File: config.mk
export PLATFORM = sky130hd
export DESIGN_NAME = exv_top
export DESIGN_NICKNAME = d
export VERILOG_FILES = /design/src/exv_pkg.sv /design/src/exv_top.sv
export SDC_FILE = /design/constraint.sdc
export NUM_CORES = 1
export LEC_CHECK = 0
export ABC_AREA = 1
export BUFFER_PORTS_ARGS = -buffer_cell sky130_fd_sc_hd__buf_2
export CORE_MARGIN = 4
export CORE_UTILIZATION = 35
export DETAILED_ROUTE_END_ITERATION = 8
export SLEW_MARGIN = 0
export SYNTH_ARGS = -nofsm -noshare
export SYNTH_HDL_FRONTEND = slang
export SYNTH_SLANG_ARGS = --single-unit
File: constraint.sdc
create_clock -name MCLK -period 1.8 [get_ports MCLK]
set_input_delay 0.27 -clock MCLK [delete_from_list [all_inputs] [get_ports MCLK]]
set_output_delay 0.27 -clock MCLK [all_outputs]
set_load 0.005 [all_outputs]
File: src/exv_pkg.sv
// exv_pkg: constants and carrier types of the event vectoring unit
// Assumes one MCLK domain, an APB master and an execute stage upstream
// Behaviour
// (RL1) Vector slots hold branch instructions; the unit redirects fetch there
// (RL2) Controller handler table spans its first to last listed entry only
// (RL3) Handler address is two halfwords, low bits at the lower address
// (RL4) One table slot per source group at its listed address
// (RL5) Unimplemented opcode raises a reserved-opcode fault
// (RL6) Misaligned load or store raises a misalignment fault
// (RL7) Reset is always accepted and outranks every other event
// (RL8) Emergency break is accepted; its handler never returns
// (RL9) Peripheral requests arrive as one request with eight levels, one off
// (RL10) Trap operand 0 to 15 selects one of sixteen vector slots
// (RL11) Non-reset acceptance saves counter and status, then branches
// (RL12) Handler software saves and restores everything else itself
// (RL13) Return restores counter and status from their backups
// (RL14) Backups are undefined after return; nothing preserves them
// (RL15) Mode, enable, condition saved; enable and condition cleared
// (RL16) Slots from zero: reset, traps four bytes apart, external slot
// (RL17) Break and external at word-boundary gaps; faults save own address
package exv_pkg;
  localparam logic [31:0] VEC_RESET = 32'h0000_0000;
  localparam logic [31:0] VEC_BREAK = 32'h0000_0010;
  localparam logic [31:0] VEC_RESV = 32'h0000_0020;
  localparam logic [31:0] VEC_MISAL = 32'h0000_0030;
  localparam logic [31:0] VEC_TRAP = 32'h0000_0040;
  localparam logic [31:0] VEC_EXT = 32'h0000_0080;
  localparam logic [31:0] TRAP_RET = 32'h0000_0004;
  localparam logic [31:0] RET_MASK = 32'hFFFF_FFFC;
  localparam logic [31:0] HALF_STEP = 32'h0000_0002;
  localparam logic [31:0] TBL_FIRST = 32'h0000_0094;
  localparam logic [31:0] TBL_LAST = 32'h0000_0112;
  localparam int TBL_N = 23;
  localparam logic [31:0] TBL [TBL_N] = '{
    32'h0000_0094, 32'h0000_0098, 32'h0000_009C, 32'h0000_00A0,
    32'h0000_00A8, 32'h0000_00AC, 32'h0000_00B0, 32'h0000_00B4,
    32'h0000_00B8, 32'h0000_00BC, 32'h0000_00C0, 32'h0000_00C4,
    32'h0000_00C8, 32'h0000_00CC, 32'h0000_00D0, 32'h0000_00D4,
    32'h0000_00D8, 32'h0000_00DC, 32'h0000_00E8, 32'h0000_00EC,
    32'h0000_00F0, 32'h0000_010C, 32'h0000_0110};
  localparam logic [2:0] LVL_OFF = 3'h7;
  localparam logic [1:0] SZ_HALF = 2'h1;
  localparam logic [1:0] SZ_WORD = 2'h2;
  localparam logic [11:0] OFS_STATUS = 12'h000;
  localparam logic [11:0] OFS_MASK = 12'h004;
  localparam logic [11:0] OFS_PSW = 12'h008;
  localparam logic [11:0] OFS_SAVED = 12'h00C;
  localparam logic [11:0] OFS_HANDLER = 12'h010;
  localparam logic [11:0] OFS_CAUSE = 12'h014;
  localparam int ST_W = 7;
  localparam int ST_RESV = 0;
  localparam int ST_MISAL = 1;
  localparam int ST_BREAK = 2;
  localparam int ST_EXT = 3;
  localparam int ST_TRAP = 4;
  localparam int ST_RET = 5;
  localparam int ST_HDL = 6;
  localparam int PSW_C = 0;
  localparam int PSW_IE = 1;
  localparam int PSW_SM = 2;
  localparam int PSW_BC = 4;
  localparam int PSW_BIE = 5;
  localparam int PSW_BSM = 6;
  typedef struct packed {
    logic sm;
    logic ie;
    logic c;
  } exv_psw_t;
  typedef enum logic [2:0] {
    CS_NONE, CS_RESET, CS_BREAK, CS_RESV, CS_MISAL, CS_TRAP, CS_EXT, CS_RET
  } exv_cause_t;
  typedef struct packed {
    logic valid;
    logic [31:0] pc;
    logic resv;
    logic ls;
    logic [1:0] size;
    logic [1:0] alo;
    logic trap;
    logic [3:0] op;
    logic ret;
  } exv_exec_t;
  typedef struct packed {
    logic valid;
    logic [31:0] pc;
    exv_cause_t cause;
  } exv_redir_t;
  typedef enum logic [1:0] {FS_IDLE, FS_LO, FS_HI} exv_fst_t;
endpackage : exv_pkg

File: src/exv_top.sv
// exv_top: event classification, state save, vector redirect and return
// Assumes the pipeline squashes its execute stage while REDIRECT is valid
//
// Decided for this implementation: the APB interface to the registers and the register offsets.
module exv_top (
  input wire logic MCLK,
  input wire logic RST,
  input wire logic CE,
  input wire logic PSEL,
  input wire logic PENABLE,
  input wire logic PWRITE,
  input wire logic [11:0] PADDR,
  input wire logic [31:0] PWDATA,
  output logic [31:0] PRDATA,
  output logic PREADY,
  output logic PSLVERR,
  input wire exv_pkg::exv_exec_t EXEC,
  input wire logic BOUNDARY,
  input wire logic [31:0] NEXT_PC,
  input wire logic BREAK_PIN,
  input wire logic IRQ_REQ,
  input wire logic [2:0] IRQ_LEVEL,
  input wire logic [4:0] IRQ_SRC,
  output logic IRQ_ACK,
  output exv_pkg::exv_redir_t REDIRECT,
  output exv_pkg::exv_psw_t PSW_OUT,
  output logic [31:0] SAVED_PC,
  output logic MEM_REQ,
  output logic [31:0] MEM_ADDR,
  input wire logic [15:0] MEM_RDATA,
  input wire logic MEM_ACK,
  output logic EV_IRQ
);
  import exv_pkg::*;

  // ==========================================================
  // Declarations
  logic brk_s1_r, brk_s2_r, brk_prev_r, brk_pend_r;
  exv_psw_t psw_r, saved_status_field_r;
  logic [31:0] saved_pc_r;
  exv_redir_t redir_r;
  exv_cause_t cause, last_cause_r;
  logic [31:0] vec, spc;
  logic sm_clr, take, misal, ext_ok, sbi_ok, live;
  logic [ST_W-1:0] st_r, mask_r, st_nxt, mask_nxt, st_set, st_clr;
  logic pready_r, pslverr_r, irq_ack_r, ev_irq_r;
  logic [31:0] prdata_r;
  logic setup, acc_wr;
  exv_fst_t fst_r;
  logic mem_req_r;
  logic [31:0] mem_addr_r, handler_r;
  logic [15:0] hlo_r;
  logic src_ok;

  // ==========================================================
  // Break pin synchroniser and edge latch
  always_ff @(posedge MCLK) begin
    if (RST) begin
      brk_s1_r <= 1'b0;
      brk_s2_r <= 1'b0;
      brk_prev_r <= 1'b0;
    end else if (CE) begin
      brk_s1_r <= BREAK_PIN;
      brk_s2_r <= brk_s1_r;
      brk_prev_r <= brk_s2_r;
    end
  end

  always_ff @(posedge MCLK) begin
    if (RST) begin
      brk_pend_r <= 1'b0;
    end else if (CE) begin
      if (brk_s2_r && !brk_prev_r) begin
        brk_pend_r <= 1'b1; // [RL8]
      end else if (cause == CS_BREAK) begin
        brk_pend_r <= 1'b0;
      end
    end
  end

  // ==========================================================
  // Event classification and priority
  assign live = EXEC.valid && !redir_r.valid;
  assign misal = live && EXEC.ls &&
    ((EXEC.size == SZ_HALF && EXEC.alo[0]) ||
     (EXEC.size == SZ_WORD && EXEC.alo != 2'h0)); // [RL6]
  assign ext_ok = IRQ_REQ && IRQ_LEVEL != LVL_OFF && psw_r.ie &&
    BOUNDARY && !redir_r.valid; // [RL9] [RL17]
  assign sbi_ok = brk_pend_r && BOUNDARY && !redir_r.valid; // [RL17]

  always_comb begin
    cause = CS_NONE;
    vec = VEC_RESET;
    spc = EXEC.pc;
    sm_clr = 1'b0;
    if (live && EXEC.resv) begin
      cause = CS_RESV; // [RL5]
      vec = VEC_RESV;
      spc = EXEC.pc; // [RL17]
    end else if (misal) begin
      cause = CS_MISAL; // [RL6]
      vec = VEC_MISAL;
      spc = EXEC.pc; // [RL17]
    end else if (sbi_ok) begin
      cause = CS_BREAK; // [RL8]
      vec = VEC_BREAK;
      spc = NEXT_PC; // [RL17]
      sm_clr = 1'b1; // [RL15]
    end else if (ext_ok) begin
      cause = CS_EXT;
      vec = VEC_EXT; // [RL16]
      spc = NEXT_PC; // [RL17]
      sm_clr = 1'b1; // [RL15]
    end else if (live && EXEC.trap) begin
      cause = CS_TRAP;
      vec = VEC_TRAP + {26'h0, EXEC.op, 2'h0}; // [RL10] [RL16]
      spc = EXEC.pc + TRAP_RET;
    end else if (live && EXEC.ret) begin
      cause = CS_RET;
      vec = saved_pc_r & RET_MASK; // [RL13]
    end
  end

  // Return is not an acceptance: nothing is saved
  assign take = cause != CS_NONE && cause != CS_RET;

  // ==========================================================
  // Status word, backups and fetch redirect
  always_ff @(posedge MCLK) begin
    if (RST) begin
      psw_r <= '0; // [RL7]
      saved_status_field_r <= '0;
    end else if (CE) begin
      // Event save wins over a same-cycle register write
      if (take) begin
        saved_status_field_r <= psw_r; // [RL11] [RL15]
        psw_r.sm <= sm_clr ? 1'b0 : psw_r.sm; // [RL15]
        psw_r.ie <= 1'b0; // [RL15]
        psw_r.c <= 1'b0; // [RL15]
      end else if (cause == CS_RET) begin
        psw_r <= saved_status_field_r; // [RL13] [RL14]
      end else if (acc_wr && PADDR == OFS_PSW) begin
        psw_r.c <= PWDATA[PSW_C];
        psw_r.ie <= PWDATA[PSW_IE];
        psw_r.sm <= PWDATA[PSW_SM];
        saved_status_field_r.c <= PWDATA[PSW_BC];
        saved_status_field_r.ie <= PWDATA[PSW_BIE];
        saved_status_field_r.sm <= PWDATA[PSW_BSM];
      end
    end
  end

  always_ff @(posedge MCLK) begin
    if (RST) begin
      saved_pc_r <= 32'h0000_0000;
    end else if (CE) begin
      if (take) begin
        saved_pc_r <= spc; // [RL11]
      end
    end
  end

  // Reset holds the redirect to the reset slot
  always_ff @(posedge MCLK) begin
    if (RST) begin
      redir_r <= '{valid: 1'b1, pc: VEC_RESET, cause: CS_RESET}; // [RL7]
      last_cause_r <= CS_RESET;
    end else if (CE) begin
      redir_r.valid <= cause != CS_NONE; // [RL1]
      redir_r.pc <= vec; // [RL1] [RL11]
      redir_r.cause <= cause;
      if (cause != CS_NONE) begin
        last_cause_r <= cause;
      end
    end
  end

  always_ff @(posedge MCLK) begin
    if (RST) begin
      irq_ack_r <= 1'b0;
    end else if (CE) begin
      irq_ack_r <= cause == CS_EXT; // [RL9]
    end
  end

  // ==========================================================
  // Handler table fetch, two halfwords per entry
  assign src_ok = int'(IRQ_SRC) < TBL_N;

  always_ff @(posedge MCLK) begin
    if (RST) begin
      fst_r <= FS_IDLE;
      mem_req_r <= 1'b0;
      mem_addr_r <= TBL_FIRST;
      hlo_r <= 16'h0000;
      handler_r <= 32'h0000_0000;
    end else if (CE) begin
      unique case (fst_r)
        FS_IDLE: begin
          if (cause == CS_EXT && src_ok) begin
            mem_addr_r <= TBL[IRQ_SRC]; // [RL2] [RL4]
            mem_req_r <= 1'b1;
            fst_r <= FS_LO;
          end
        end
        FS_LO: begin
          if (MEM_ACK) begin
            hlo_r <= MEM_RDATA; // [RL3]
            mem_addr_r <= mem_addr_r + HALF_STEP; // [RL3]
            fst_r <= FS_HI;
          end
        end
        FS_HI: begin
          if (MEM_ACK) begin
            handler_r <= {MEM_RDATA, hlo_r}; // [RL3]
            mem_req_r <= 1'b0;
            fst_r <= FS_IDLE;
          end
        end
        // Unused state code falls back to idle
        default: begin
          mem_req_r <= 1'b0;
          fst_r <= FS_IDLE;
        end
      endcase
    end
  end

  // ==========================================================
  // Sticky event status and mask
  always_comb begin
    st_set = '0;
    st_set[ST_RESV] = cause == CS_RESV;
    st_set[ST_MISAL] = cause == CS_MISAL;
    st_set[ST_BREAK] = cause == CS_BREAK;
    st_set[ST_EXT] = cause == CS_EXT;
    st_set[ST_TRAP] = cause == CS_TRAP;
    st_set[ST_RET] = cause == CS_RET;
    st_set[ST_HDL] = fst_r == FS_HI && MEM_ACK;
    st_clr = '0;
    mask_nxt = mask_r;
    if (acc_wr && PADDR == OFS_STATUS) begin
      st_clr = PWDATA[ST_W-1:0];
    end
    if (acc_wr && PADDR == OFS_MASK) begin
      mask_nxt = PWDATA[ST_W-1:0];
    end
    // Set wins over a same-cycle write-one clear
    st_nxt = (st_r & ~st_clr) | st_set;
  end

  always_ff @(posedge MCLK) begin
    if (RST) begin
      st_r <= '0;
      mask_r <= '0;
      ev_irq_r <= 1'b0;
    end else if (CE) begin
      st_r <= st_nxt;
      mask_r <= mask_nxt;
      ev_irq_r <= |(st_nxt & mask_nxt);
    end
  end

  // ==========================================================
  // APB slave, one wait-free access phase
  assign setup = PSEL && !PENABLE;
  assign acc_wr = PSEL && PENABLE && pready_r && PWRITE;

  always_ff @(posedge MCLK) begin
    if (RST) begin
      pready_r <= 1'b0;
      pslverr_r <= 1'b0;
      prdata_r <= 32'h0000_0000;
    end else if (CE) begin
      pready_r <= setup;
      pslverr_r <= 1'b0;
      prdata_r <= 32'h0000_0000;
      if (setup) begin
        unique case (PADDR)
          OFS_STATUS: prdata_r <= {25'h0, st_r};
          OFS_MASK: prdata_r <= {25'h0, mask_r};
          OFS_PSW: prdata_r <= {25'h0, saved_status_field_r, 1'b0, psw_r};
          OFS_SAVED: prdata_r <= saved_pc_r;
          OFS_HANDLER: prdata_r <= handler_r;
          OFS_CAUSE: prdata_r <= {29'h0, last_cause_r};
          default: pslverr_r <= 1'b1;
        endcase
      end
    end
  end

  // ==========================================================
  // Outputs
  assign PRDATA = prdata_r;
  assign PREADY = pready_r;
  assign PSLVERR = pslverr_r;
  assign IRQ_ACK = irq_ack_r;
  assign REDIRECT = redir_r;
  assign PSW_OUT = psw_r;
  assign SAVED_PC = saved_pc_r;
  assign MEM_REQ = mem_req_r;
  assign MEM_ADDR = mem_addr_r;
  assign EV_IRQ = ev_irq_r;
endmodule : exv_top

==> Yosys cells after proc, flatten, opt, wreduce, memory -nomap -nowiden <==
Memories as Yosys holds them, arrays and structs flattened.
Cells that the tools add are included.
{ "op_classes": {"n_reduce_logical": 50, "n_eq_ne": 22, "bitwise_logic": 6, "n_mux": 48, "n_addsub": 3, "n_lt_le_gt_ge": 2} }
{ "ops": {"columns": ["op", "count"], "rows": [
  ["32-bit 2-to-1 mux", 16],
  ["32-bit case mux with 6 select lines", 1],
  ["32-bit case mux with 2 select lines", 1],
  ["3-bit 2-to-1 mux", 12],
  ["32-bit by 2-bit adder with 32-bit output (second input constant)", 1],
  ["32-bit by 3-bit adder with 32-bit output (second input constant)", 1],
  ["1-bit logical AND", 25],
  ["12-bit by 4-bit equality test with 1-bit output (second input constant)", 2],
  ["12-bit by 5-bit equality test with 1-bit output (second input constant)", 2],
  ["7-bit bitwise AND", 2],
  ["7-bit 2-to-1 mux", 2],
  ["12-bit by 3-bit equality test with 1-bit output (second input constant)", 1],
  ["3-bit equality test (second input constant)", 4],
  ["12-bit zero test", 1],
  ["3-bit AND reduction", 4],
  ["4-bit AND reduction", 3],
  ["1-bit 2-to-1 mux", 11],
  ["2-bit != test (second input constant)", 5],
  ["7-bit by 6-bit adder with 8-bit output (first input constant)", 1],
  ["2-bit AND reduction", 4],
  ["2-bit nonzero test", 4],
  ["7-bit inverter", 1],
  ["7-bit bitwise OR", 1],
  ["7-bit OR reduction", 1],
  ["other kinds (16)", 25]
]} }
{ "totals": {"wordCells": 159, "out_inout_bits": 140, "mem_bits_ro": 1024, "ff_bits": 214, "in_bits": 155, "n_memories": 1} }
{ "mem_list": {"columns": ["name", "depth", "word_bits", "read_ports", "rd_ports_with_merged_regs", "write_ports", "line", "source"], "rows": [
  ["(no name shown)", 32, 32, 1, 0, 0, "exv_top.sv:201", "mem_addr_r <= TBL[IRQ_SRC];"]
]} }

==> Logic depth before layout (Yosys ltp) <==
{ "logic_depth": {"depth_word": 13, "depth_mapped": 15, "mapped_depth_nobuf": 14} }

==> Least setup slack after synthesis <==
Ideal clock, no wire load.
{ "synth_path": {"path_kind": "register -> register", "start": "reg redir_r (netlist bit REDIRECT[35])", "end": "reg saved_pc_r[9] (netlist: SAVED_PC[9])", "setup_time_ns": 0.117, "slack_ns": -0.046, "required_ns": 1.683, "arrival_ns": 1.729, "n_path_buf": 2, "path_stages_with_launch": 15, "cell_sequence": "dfxtp_1 inv_2 nand2_1 nor2_2 nand3_4 nand2_2 nand2_2 nand3_2 nand2_4 nor2_4 buf_6 buf_6 nand2_1 a21oi_2 nor2_1"} }
{ "synth_between": {"elab_chain_len": 12} }
{ "synth_rtl": {"columns": ["item", "line", "source"], "rows": [
  ["start, declared", "exv_top.sv:41", "exv_redir_t redir_r;"],
  ["start signal, assigned", "exv_top.sv:166", "redir_r <= '{valid: 1'b1, pc: VEC_RESET, cause: CS_RESET};"],
  ["1-bit zero test *", "exv_top.sv:83, exv_top.sv:88, exv_top.sv:89", null],
  ["1-bit logical AND", "exv_top.sv:83", "assign live = EXEC.valid && !redir_r.valid;"],
  ["1-bit logical AND", "exv_top.sv:118", "end else if (live && EXEC.ret) begin"],
  ["3-bit 2-to-1 mux", "exv_top.sv:118", null],
  ["3-bit 2-to-1 mux", "exv_top.sv:114", "end else if (live && EXEC.trap) begin"],
  ["3-bit 2-to-1 mux", "exv_top.sv:109", "end else if (ext_ok) begin"],
  ["3-bit 2-to-1 mux", "exv_top.sv:104", "end else if (sbi_ok) begin"],
  ["3-bit 2-to-1 mux", "exv_top.sv:100", "end else if (misal) begin"],
  ["3-bit 2-to-1 mux", "exv_top.sv:96", "if (live && EXEC.resv) begin"],
  ["3-bit != test / 3-bit nonzero test (equally long branches)", "exv_top.sv:125", "assign take = cause != CS_NONE && cause != CS_RET;"],
  ["1-bit logical AND", "exv_top.sv:125", null],
  ["2-bit AND reduction (no line)", null, null],
  ["end signal, assigned", "exv_top.sv:158", "saved_pc_r <= spc;"],
  ["end, declared", "exv_top.sv:40", "logic [31:0] saved_pc_r;"]
]} }
Every way passes the cells marked *; elsewhere a longest branch is shown, timed or not.
A chain may end at the register's enable or synchronous reset.

==> Worst setup path after layout <==
{ "layout_path": {"start": "reg redir_r (netlist bit REDIRECT[35])", "end": "reg mem_addr_r[5] (netlist: MEM_ADDR[5])"} }
{ "layout_between": {"elab_chain_len": 13} }
{ "layout_rtl": {"columns": ["item", "line", "source"], "rows": [
  ["1-bit zero test *", "exv_top.sv:83, exv_top.sv:88, exv_top.sv:89", null],
  ["1-bit logical AND", "exv_top.sv:83", null],
  ["1-bit logical AND", "exv_top.sv:118", null],
  ["3-bit 2-to-1 mux", "exv_top.sv:118", null],
  ["3-bit 2-to-1 mux", "exv_top.sv:114", null],
  ["3-bit 2-to-1 mux", "exv_top.sv:109", null],
  ["3-bit 2-to-1 mux", "exv_top.sv:104", null],
  ["3-bit 2-to-1 mux", "exv_top.sv:100", null],
  ["3-bit 2-to-1 mux *", "exv_top.sv:96", null],
  ["3-bit equality test *", "exv_top.sv:200", "if (cause == CS_EXT && src_ok) begin"],
  ["1-bit logical AND *", "exv_top.sv:200", null],
  ["2-bit != test (no line) *", null, null],
  ["4-bit AND reduction (no line) *", null, null],
  ["end signal, assigned", "exv_top.sv:201", null],
  ["end signal, assigned", "exv_top.sv:209", "mem_addr_r <= mem_addr_r + HALF_STEP;"],
  ["end, declared", "exv_top.sv:51", "logic [31:0] mem_addr_r, handler_r;"]
]} }
Marks and branches as above.

==> flow_summary.ini <==
[outcome]
status = complete, but fails checks
violations = setup timing

[place]
placed_area_um2 = 14300
dp.final_hpwl_um = 33200
port_buffers = 266
dp_slack_ns = -0.220
place_congestion = 0.964

[sta]
layout_min_cycle_time_ns = 1.99
fmax_mhz = 502
fin_ws_ns = -0.194
hold_viol = 0
rsz0062_at_grt = yes
slew_viol_final = 0
skew_ns = 0.0130
final-setup-viol-count = 72
period_share_pct = 111

[clocking]
clock_latency_ns = 0.53
cts-root-buf = clkbuf_16
ctsLongestPathBuffers = 3
cts_tree = built
cts_buffers = 26
clock-sinks = 211
clk_pin_slew_ns = 0.06
htree_num_levels = 1

[worst_hold_path]
hold_start = MEM_RDATA[1]
hold_class = in -> reg

[cells_and_area]
fillers = 3178
areaGrowthSynthToFinish_pct = 42.7
regArea_um2 = 4230
nNetsFinal = 2323
drive_above_1_share_pct = 29.4
final_area_um2 = 16100
multi_input_comb_area_um2 = 6520

[critical_path]
cp-end-kind = register
reg2reg_from = REDIRECT[35]
required_ns = 2.23
startpoint = REDIRECT[35]
crit_end = MEM_ADDR[5]
crit_type = reg -> reg
path_delay_family = simple AND/OR/NAND/NOR gates
crit_slowest_cell = dfxtp_4
cp.arrival_ns = 2.42
worstPathMaxFanout = 6
path_depth = 13
max_stage_delay_ns = 0.38
regToRegSetupSlack_ns = -0.19
cp_cell_sequence = nor2_2, nand3_4, nand2_1, nand2_2, nand2_4, nand2_4, nor2_4, buf_12, o21bai_4, buf_4, buf_6, o21ai_1, nor2_1
critPathLaunchType = register
crit_buf_inv = 3
rr_worst_depth = 13
crit_top_cell = nand2_4
rr_endpoint = MEM_ADDR[5]

[power]
p_comb_share_pct = 12.6
pwr-share-seq_pct = 40.3
sw_frac_of_total_pct = 26.2
p_leak_nw = 7.13
power_density_nw_per_um2 = 766
p_int_mw = 9.09
irDropWorstVdd_uv = 565
p_total_mw = 12.3
power.switching_mw = 3.24
clockPowerShare_pct = 47.1

[global_route]
antenna_found_initial = 0
grt_pass1_wl_um = 69800
grt_max_degree = 63
grt_pass1_vias = 12700
gr-total-overflow = 0
grtUsageTotal_pct = 24.1

[logic_synthesis]
ys_ff_latch = 211
synth_most_common_cell = nand2_1
yosysTopAreaCell = dfxtp_1
synth-async-reset-ratio_pct = 0
synth-seq-area-share_pct = 37.4
yosys_most_used_dff = dfxtp_1
synth_edf_count = 0
ys_warn_count = 0
ys_types = 48
synthCells = 1742
yosysTopAreaCellShare_pct = 37.4
syn-mean-instance-area_um2 = 6.48
synth_common_cells = nand2_1, nor2_1, dfxtp_1
synth_area_um2 = 11300
ys_top_cells_by_area = dfxtp_1, nand2_1, nor2_1

[routing]
viasPerCell = 5.12
first_pass_iters = 6
drc = 0
drtIter0Drc = 1039
vias = 13200
top_layer = met4
met3_length_um = 3240
wl_met1_um = 19600
wl_per_cell_um = 17.2
ant_nets = 0
wl_um = 44300
route.met2.wl_um = 20500

[die]
core_area_um2 = 31600
io_pins = 295
initial_core_util_pct = 35.7
row_count = 65
die_w_um = 188
die_h_um = 188
dieArea_um2 = 35200

[job]
drv_cap = 0
registers in the layout, summed over array words and instances, names as in the netlist, 2 cells and up:
register / flops
hlo_r: 16
SAVED_PC: 32
MEM_ADDR: 31
PRDATA: 32
PSW_OUT: 3
handler_r: 32
last_cause_r: 3
REDIRECT: 34
fst_r: 2
saved_status_field_r: 3
mask_r: 7
st_r: 7
metrics by stage:
step,cells,setup TNS (ns),utilization [%],hold slack [ns]
final,2581,-8.93,50.9,0.0117
after global placement,2501,-9.69,45.2,0.431
after global routing,2580,-18.84,50.9,0.0332
after floorplan,1744,0,-,0.405
after detailed placement,2501,-13.63,45.2,0.438
after CTS,2574,-7.04,49.9,0.00487
worst min-delay path by stage:
stage                               end  slack (ns)  cells after the start
after floorplan                hlo_r[0]        0.40                      2
after global placement    handler_r[28]        0.43                      2
after detailed placement  handler_r[18]        0.44                      2
after CTS                      hlo_r[1]       0.005                      3
after global routing          hlo_r[10]        0.03                      3
final                          hlo_r[1]        0.01                      3
power groups by stage:
| stage | logic [mW] | clock network (mW) | registers [mW] |
|---|---|---|---|
| global placement | 1.34 | 0 | 5.06 |
| floorplan | 0.665 | 0 | 4.99 |
| CTS | 1.47 | 5.90 | 4.96 |
| detailed placement | 1.35 | 0 | 5.06 |
| global route | 1.71 | 6.11 | 4.97 |
| finish | 1.55 | 5.81 | 4.96 |
worst register-to-register path: stages, from the launching register on:
cell	delay, ns
dfxtp_4	0.38
nor2_2	0.16
nand3_4	0.15
nand2_1	0.11
nand2_2	0.06
nand2_4	0.12
nand2_4	0.09
nor2_4	0.18
buf_12	0.12
o21bai_4	0.10
buf_4	0.15
buf_6	0.11
o21ai_1	0.11
nor2_1	0.05
what timing repair did:
action                     CTS  global route
hold endpoints to repair     9             0
resized for setup           73            91
hold buffers                 9             0
setup endpoints to repair   73           118
pin swaps                   11            21
buffers inserted            13            11
cloned                       4             0
cell type report:
class                           count  share of cell area [%]
Multi-Input combinational cell   1278                    40.5
Sequential cell                   211                    26.3
Timing Repair Buffer              471                    20.1
Clock buffer                       34                    4.61
Inverter                          171                    4.07
Tap cell                          402                    3.12
Clock inverter                     13                    1.33
Antenna cell                        1                  0.0155
cell families after synthesis:
| logic type | Yosys count | synth area share [%] |
|---|---|---|
| AO/OA/AOI/OAI | 398 | 18.9 |
| XOR/XNOR | 27 | 2.10 |
| adder cells (fa/ha/maj) | 9 | 0.998 |
| buffers and inverters | 255 | 9.01 |
| flip-flops | 211 | 37.4 |
| other | 1 | 0.0332 |
| AND/OR/NAND/NOR | 841 | 31.5 |
layout by cell type (no fill, tap or decap), types with 32 or more instances in the layout:
master   synthesis  final
dfxtp_1        211    209
nand2_1        420    400
inv_1          158    157
buf_4            4    160
nand3_1        119    112
o21ai_1         23     32
nor2_1         220    199
buf_2           11    265
o21ai_0        162    140
a21oi_1        157    139
metal layers:
layer  up-vias  GRT usage [%]
met1      6096           33.0
li1       6534              -
met4         0           5.65
met2       525           39.9
met5         -              0
met3        65           4.11
Note: power is estimated with default switching activity, not from simulation.
